[src/hdl/mfs_cfg.svh]
`ifndef MFS_CFG_SVH
`define MFS_CFG_SVH

// byte addresses inside the lower management page
`define MFS_ADDR_IRQ_STATUS   8'h03
`define MFS_ADDR_SUM_BANK0    8'h04
`define MFS_ADDR_SUM_BANK1    8'h05
`define MFS_ADDR_SUM_BANK2    8'h06
`define MFS_ADDR_SUM_BANK3    8'h07
`define MFS_ADDR_EVENT_FLAGS  8'h08
`define MFS_ADDR_SUPPLY_TEMP  8'h09
`define MFS_ADDR_AUX12        8'h0A
`define MFS_ADDR_AUX3_VENDOR  8'h0B
`define MFS_ADDR_RESERVED     8'h0C
`define MFS_ADDR_VENDOR_CUST  8'h0D

// field positions
`define MFS_BIT_STATE_CHANGE  0
`define MFS_BIT_FW_FAULT      1
`define MFS_BIT_CMD_BLOCK1    6
`define MFS_BIT_CMD_BLOCK2    7
`define MFS_BIT_IRQ_IDLE      0

// reset value and array sizes
`define MFS_FLAG_RESET        8'h00
`define MFS_NUM_BANKS         4
`define MFS_NUM_PAGES         5
`define MFS_NUM_FLAG_BYTES    4

`endif

[src/hdl/mfs_pkg.sv]
package mfs_pkg;
    // threshold crossings of one monitor, in register bit order
    typedef struct packed {
        logic lo_warn;
        logic hi_warn;
        logic lo_alarm;
        logic hi_alarm;
    } mfs_mon_s;

    // all raw module-level conditions, one cycle or level each
    typedef struct packed {
        logic     cmd_block2_done;
        logic     cmd_block1_done;
        logic     fw_fault;
        mfs_mon_s supply;
        mfs_mon_s temp;
        mfs_mon_s aux_b;
        mfs_mon_s aux_a;
        mfs_mon_s vendor_mon;
        mfs_mon_s aux_c;
    } mfs_cond_s;

    // per-bank page flag presence: bit4 1Ah, 3 2Ch, 2 14h, 1 12h, 0 11h
    typedef logic [4:0] mfs_page_t;

    typedef enum {
        MFS_IDLE,
        MFS_READ
    } mfs_rd_e;
endpackage

[src/hdl/mfs_flag_latch.sv]
`timescale 1ns/1ps
`include "mfs_cfg.svh"

module mfs_flag_latch (
    input  wire logic       mclk_i,
    input  wire logic       sys_rst_i,
    input  wire logic [7:0] set_i,
    input  wire logic       clr_i,
    output logic      [7:0] flags_o
);
    import mfs_pkg::*;

    // set wins over a read clear in the same cycle
    always_ff @(posedge mclk_i) begin
        if (sys_rst_i) begin
            flags_o <= `MFS_FLAG_RESET;
        end else begin
            flags_o <= (clr_i ? 8'h00 : flags_o) | set_i;
        end
    end
endmodule

[src/hdl/mfs_state_watch.sv]
`timescale 1ns/1ps

module mfs_state_watch (
    input  wire logic       mclk_i,
    input  wire logic       sys_rst_i,
    input  wire logic [2:0] module_state_i,
    output logic            changed_o
);
    import mfs_pkg::*;

    logic [2:0] prev_state;
    logic       primed;

    // first sample after reset only primes, so reset itself is no change
    always_ff @(posedge mclk_i) begin
        if (sys_rst_i) begin
            prev_state <= 3'h0;
            primed     <= 1'b0;
        end else begin
            prev_state <= module_state_i;
            primed     <= 1'b1;
        end
    end

    assign changed_o = primed && (prev_state != module_state_i);
endmodule

[src/hdl/mfs_flag_summary.sv]
`timescale 1ns/1ps
`include "mfs_cfg.svh"
// Function
// - one summary byte per bank at bytes 4 to 7, bits 7 to 5 reserved
// - summary bit is one while any flag of its bank and page is set
// - summary bits: 4 page 1Ah, 3 2Ch, 2 14h, 1 12h, 0 11h
// - reading summary never clears it; host reads underlying flag instead
// - all module flags zero after reset until a condition sets them; byte 13 shows vendor_custom_i directly, unlatched, so it is not zeroed
// - byte 8 bit 0 latches on any module state change
// - byte 8 bit 1 latches on main firmware self-supervision failure
// - byte 8 bits 7,6 latch command block 2,1 done; bits 5-2 reserved
// - byte 9 bits 7-4 supply lo warn, hi warn, lo alarm, hi alarm
// - byte 9 bits 3-0 temperature lo warn, hi warn, lo alarm, hi alarm
// - byte 10 holds aux 2 flags high nibble, aux 1 flags low nibble
// - byte 11 holds vendor monitor flags high nibble, aux 3 low nibble
// - warning or alarm flag sets when its monitor crosses its threshold
// - byte 12 reserved; byte 13 for vendor custom flags
// - module flag bytes exist only in paged memory model
// - byte 3 bit 0 reads one when interrupt not asserted, else zero

module mfs_flag_summary (
    input  wire logic                                   mclk_i,
    input  wire logic                                   sys_rst_i,
    // management read port: one-cycle strobe, data one cycle later
    input  wire logic                                   rd_stb_i,
    input  wire logic [7:0]                             rd_addr_i,
    output logic      [7:0]                             rd_data_o,
    output logic                                        rd_valid_o,
    // module model and status
    input  wire logic                                   paged_mode_i,
    input  wire logic [2:0]                             module_state_i,
    input  wire logic                                   irq_asserted_i,
    input  wire logic                                   cmd_block1_supported_i,
    input  wire logic                                   cmd_block2_supported_i,
    input  wire mfs_pkg::mfs_cond_s                     cond_i,
    input  wire logic [7:0]                             vendor_custom_i,
    // latched flags of the lane-level pages, per bank
    input  wire mfs_pkg::mfs_page_t [`MFS_NUM_BANKS-1:0] page_flags_i,
    output logic      [7:0]                             module_event_flags_o,
    output logic      [7:0]                             supply_temp_flags_o,
    output logic      [7:0]                             aux1_aux2_flags_o,
    output logic      [7:0]                             aux3_custom_mon_flags_o
);
    import mfs_pkg::*;

    logic [7:0]  flag_set [`MFS_NUM_FLAG_BYTES];
    logic [7:0]  flag_val [`MFS_NUM_FLAG_BYTES];
    logic [`MFS_NUM_FLAG_BYTES-1:0] flag_clr;
    logic [7:0]  flag_summary [`MFS_NUM_BANKS];
    logic        state_changed;
    logic [7:0]  next_rd_data;
    logic        irq_pin_idle_status;

    mfs_state_watch u_state_watch (
        .mclk_i         (mclk_i),
        .sys_rst_i      (sys_rst_i),
        .module_state_i (module_state_i),
        .changed_o      (state_changed)
    );

    // set terms per byte, in register bit order
    always_comb begin
        flag_set[0] = 8'h00;
        flag_set[0][`MFS_BIT_CMD_BLOCK2]   = cond_i.cmd_block2_done
                                             && cmd_block2_supported_i;
        flag_set[0][`MFS_BIT_CMD_BLOCK1]   = cond_i.cmd_block1_done
                                             && cmd_block1_supported_i;
        flag_set[0][`MFS_BIT_FW_FAULT]     = cond_i.fw_fault;
        flag_set[0][`MFS_BIT_STATE_CHANGE] = state_changed;
        flag_set[1] = {cond_i.supply, cond_i.temp};
        flag_set[2] = {cond_i.aux_b, cond_i.aux_a};
        flag_set[3] = {cond_i.vendor_mon, cond_i.aux_c};
    end

    // flat memory modules hold no module flags at all
    genvar gi;
    generate
        for (gi = 0; gi < `MFS_NUM_FLAG_BYTES; gi++) begin : g_flag
            assign flag_clr[gi] = rd_stb_i && paged_mode_i
                && (rd_addr_i == `MFS_ADDR_EVENT_FLAGS + 8'(gi));
            mfs_flag_latch u_latch (
                .mclk_i    (mclk_i),
                .sys_rst_i (sys_rst_i),
                .set_i     (paged_mode_i ? flag_set[gi] : 8'h00),
                .clr_i     (flag_clr[gi]),
                .flags_o   (flag_val[gi])
            );
        end
        for (gi = 0; gi < `MFS_NUM_BANKS; gi++) begin : g_sum
            // straight copy of the page flag presence bits, no own state to clear
            assign flag_summary[gi] = {3'h0,
                                       page_flags_i[gi]};
        end
    endgenerate

    assign irq_pin_idle_status = !irq_asserted_i;

    always_comb begin
        next_rd_data = 8'h00;
        case (rd_addr_i)
            `MFS_ADDR_IRQ_STATUS:  next_rd_data[`MFS_BIT_IRQ_IDLE] = irq_pin_idle_status;
            `MFS_ADDR_SUM_BANK0:   next_rd_data = flag_summary[0];
            `MFS_ADDR_SUM_BANK1:   next_rd_data = flag_summary[1];
            `MFS_ADDR_SUM_BANK2:   next_rd_data = flag_summary[2];
            `MFS_ADDR_SUM_BANK3:   next_rd_data = flag_summary[3];
            `MFS_ADDR_EVENT_FLAGS: next_rd_data = paged_mode_i ? flag_val[0] : 8'h00;
            `MFS_ADDR_SUPPLY_TEMP: next_rd_data = paged_mode_i ? flag_val[1] : 8'h00;
            `MFS_ADDR_AUX12:       next_rd_data = paged_mode_i ? flag_val[2] : 8'h00;
            `MFS_ADDR_AUX3_VENDOR: next_rd_data = paged_mode_i ? flag_val[3] : 8'h00;
            `MFS_ADDR_RESERVED:    next_rd_data = 8'h00;
            `MFS_ADDR_VENDOR_CUST: next_rd_data = paged_mode_i ? vendor_custom_i
                                                               : 8'h00;
            default:               next_rd_data = 8'h00;
        endcase
    end

    // data sampled before the clear lands, so the host sees the latched bits
    always_ff @(posedge mclk_i) begin
        if (sys_rst_i) begin
            rd_data_o  <= 8'h00;
            rd_valid_o <= 1'b0;
        end else begin
            rd_valid_o <= rd_stb_i;
            if (rd_stb_i) begin
                rd_data_o <= next_rd_data;
            end
        end
    end

    assign module_event_flags_o    = flag_val[0];
    assign supply_temp_flags_o     = flag_val[1];
    assign aux1_aux2_flags_o       = flag_val[2];
    assign aux3_custom_mon_flags_o = flag_val[3];
endmodule

[config.mk]
export PLATFORM = sky130hd
export DESIGN_NAME = mfs_flag_summary
export DESIGN_NICKNAME = d
export VERILOG_FILES = /design/src/hdl/mfs_pkg.sv /design/src/hdl/mfs_flag_latch.sv /design/src/hdl/mfs_state_watch.sv /design/src/hdl/mfs_flag_summary.sv
export VERILOG_INCLUDE_DIRS = /design/src /design/src/hdl
export SDC_FILE = /design/constraint.sdc
export NUM_CORES = 1
export LEC_CHECK = 0
export BUFFER_PORTS_ARGS = -buffer_cell sky130_fd_sc_hd__buf_2
export CAP_MARGIN = 10
export CORE_MARGIN = 1.5
export CORE_UTILIZATION = 45
export CTS_BUF_LIST = sky130_fd_sc_hd__clkbuf_8 sky130_fd_sc_hd__clkbuf_16
export DETAILED_ROUTE_END_ITERATION = 12
export PLACE_DENSITY = 0.84
export SKIP_CTS_REPAIR_TIMING = 1
export SLEW_MARGIN = 20
export SYNTH_ARGS = -nofsm -noshare
export SYNTH_HDL_FRONTEND = slang
export SYNTH_SLANG_ARGS = --single-unit
[constraint.sdc]
create_clock -name mclk_i -period 1.36 [get_ports mclk_i]
set_input_delay 0.068 -clock mclk_i [delete_from_list [all_inputs] [get_ports mclk_i]]
set_output_delay 0.068 -clock mclk_i [all_outputs]
set_load 0.01 [all_outputs]
==> impl_metrics.tcl <==
set metrics [dict create \
    cts_buffers 5 \
    wl_um 6030 \
    required_ns 1.53 \
    grt_start_max_net_pins 29 \
    fin_worst_skew_ns 0.00351 \
    whs_ns -0.0130 \
    ys_async_sr_fraction_pct 0 \
    synth-seq-cells 41 \
    drtIter0Drc 197 \
    dp_slack_ns -0.0732 \
    met1_usage_pct 31.6 \
    die_h_um 71.3 \
    grt_pass1_wl_um 9610 \
    switchingPower_mw 0.738 \
    hold_viol 2 \
    drive_above_1_share_pct 45.1 \
    io_pins 114 \
    tightest_slew_ns 0.907 \
    fin_setup_tns_ns 0 \
    cts.clk_slew.worst_paths_ns 0.08 \
    period_share_pct 96.0 \
    dp_cells 376 \
    status "finished with violations" \
    synth_top_cell_area_share_pct 39.1 \
    synth_top_cell_by_area "dfxtp_1" \
    critPathKind "register to register" \
    clock-root-buffer "clkbuf_8" \
    dp_hpwl_um 4450 \
    vias_per_cell 5.47 \
    crit_chain "mux2_2 > a221oi_2 > o32ai_1 > a21oi_1 > nor2_1" \
    fp-row-count 24 \
    fin_ws_ns 0.0544 \
    cts_tree "built" \
    cp_slowest_stage_delay_ns 0.33 \
    report.final.slew_viol_count 0 \
    slowest_stage "dfxtp_1" \
    critPathTopFamily "compound AO/OA/AOI/OAI gates" \
    core_mm2 0.00441 \
    period_minus_slack_ns 1.31 \
    ys_warn_count 0 \
    synth-edff-count 0 \
    cp_max_fo 3 \
    grt_setup_unrepaired "yes" \
    antennaDiodeCount 0 \
    final_common_cell "buf_2" \
    htree_levels 2 \
    cap_violations 0 \
    peakVddDrop_mv 0.920 \
    final_cells 389 \
    vias 2129 \
    drtPass1Iterations 4 \
    port_buffers 109 \
    final_cell_mix "buf_2, dfxtp_1, a22oi_1" \
    grt_use_met2_pct 38.9 \
    p_per_area_mw_per_mm2 1030 \
    crit_arrival_ns 1.48 \
    wl_per_cell_um 15.5 \
    clkSinkCount 41 \
    p_clk_share_pct 37.8 \
    place_congestion 0.827 \
    synthFlopType "dfxtp_1" \
    antenna_left 0 \
    grt_pass1_vias 2082 \
    p_seq_share_pct 43.5 \
    finalPower_mw 3.03 \
    setup_viol 0 \
    path_buf_inv 0 \
    start_util_pct 47.6 \
    ys_seq_area_share_pct 39.1 \
    synth.distinct_cells 45 \
    internal-power_mw 2.29 \
    hold_path_class "input pin to register" \
    pwr-share-comb_pct 18.7 \
    overflow 0 \
    fmax_mhz 766 \
    fin_area_mm2 0.00294 \
    synthCells 214 \
    max_slew_margin_pct 39.4 \
    synth.avg_cell_area_um2 9.81 \
    grt_use_met3_pct 4.64 \
    synthToLayoutAreaGrowth_pct 40.2 \
    setup.worst_path.end_class "register" \
    clkLatencyLatePin_ns 0.29 \
    dieArea_mm2 0.00508 \
    drc 0 \
    critPathLaunchType "register" \
    antenna_found_initial 0 \
    die_w_um 71.3 \
    violations "negative hold slack" \
    placed_cell_area_mm2 0.00275 \
    clockBufferDepth 2 \
    grtUsageTotal_pct 23.8 \
    final_nets 409 \
    grt_busiest_layer "met2" \
    power_leakage_nw 1.42 \
    utilization_pct 66.7 \
    ys_top_cells_by_area "dfxtp_1, a22oi_1, a22o_1" \
    netlist_area_mm2 0.00210 \
    switching_share_pct 24.4 \
]
[worst register-to-register path, delay by kind of cell (launching register included)]
kind	cells	cell delay, ns
flops	1	0.33
simple gates	1	0.05
compound gates	3	0.53
mux	1	0.28
[registers in the layout, summed over array words and instances, names as in the netlist]
name	flops
g_flag.u_latch.flags_o	28
rd_data_o	8
u_state_watch.prev_state	3
rd_valid_o	1
u_state_watch.primed	1
[logic make-up after synthesis]
| group | share of synthesized area [%] |
|---|---|
| xor+xnor | 1.67 |
| other cells | 0.179 |
| buf+inv | 7.45 |
| mux | 9.95 |
| flops | 39.1 |
| compound gates | 24.9 |
| simple gates | 16.7 |
[layer usage]
layer	wire length (um)	up-vias
li1	-	1042
met1	2570	979
met2	2930	98
met3	428	10
met4	102	0
met5	0	-
[power groups by stage]
stage	sequential, mW	combinational, mW	clock [mW]
floorplan	1.37	0.273	0
global placement	1.34	0.533	0
detailed placement	1.34	0.542	0
CTS	1.32	0.547	1.16
global route	1.33	0.614	1.20
finish	1.32	0.565	1.14
[Yosys cell counts (2+ instances only)]
cell	count
a211oi_1	2
a21oi_1	8
a22o_1	12
a22oi_1	25
a32o_1	3
and4_1	3
buf_1	2
buf_2	4
buf_4	6
buf_6	2
clkbuf_1	5
dfxtp_1	41
inv_1	6
mux2_2	6
mux2i_1	4
mux4_1	3
nand2_1	6
nand2b_1	4
nand3_1	4
nor2_1	21
nor2b_1	8
nor3_1	2
nor4_4	2
o21ai_0	8
o22ai_1	3
o32ai_1	3
xnor2_1	3
[final cells by class]
cell class | count | area (um2)
sequential | 41 | 821
tap | 52 | 65.1
timing repair buffer | 132 | 756
fill | 354 | 1470
clock inverter | 3 | 65.1
multi-input combinational | 150 | 1140
inverter | 6 | 22.5
clock buffer | 5 | 68.8
[final timing paths]
path	start	end	slack, ns	cells past startpoint
worst max-delay path	g_flag[3].u_latch.flags_o[4]	rd_data_o[4]	0.05	5
worst min-delay path	cond_i[8]	g_flag[2].u_latch.flags_o[0]	-0.01	2
worst max register to register	g_flag[3].u_latch.flags_o[4]	rd_data_o[4]	0.05	5
worst min register to register	rd_data_o[3]	rd_data_o[3]	0.47	2
No activity file was read; power rests on OpenSTA's default activity.
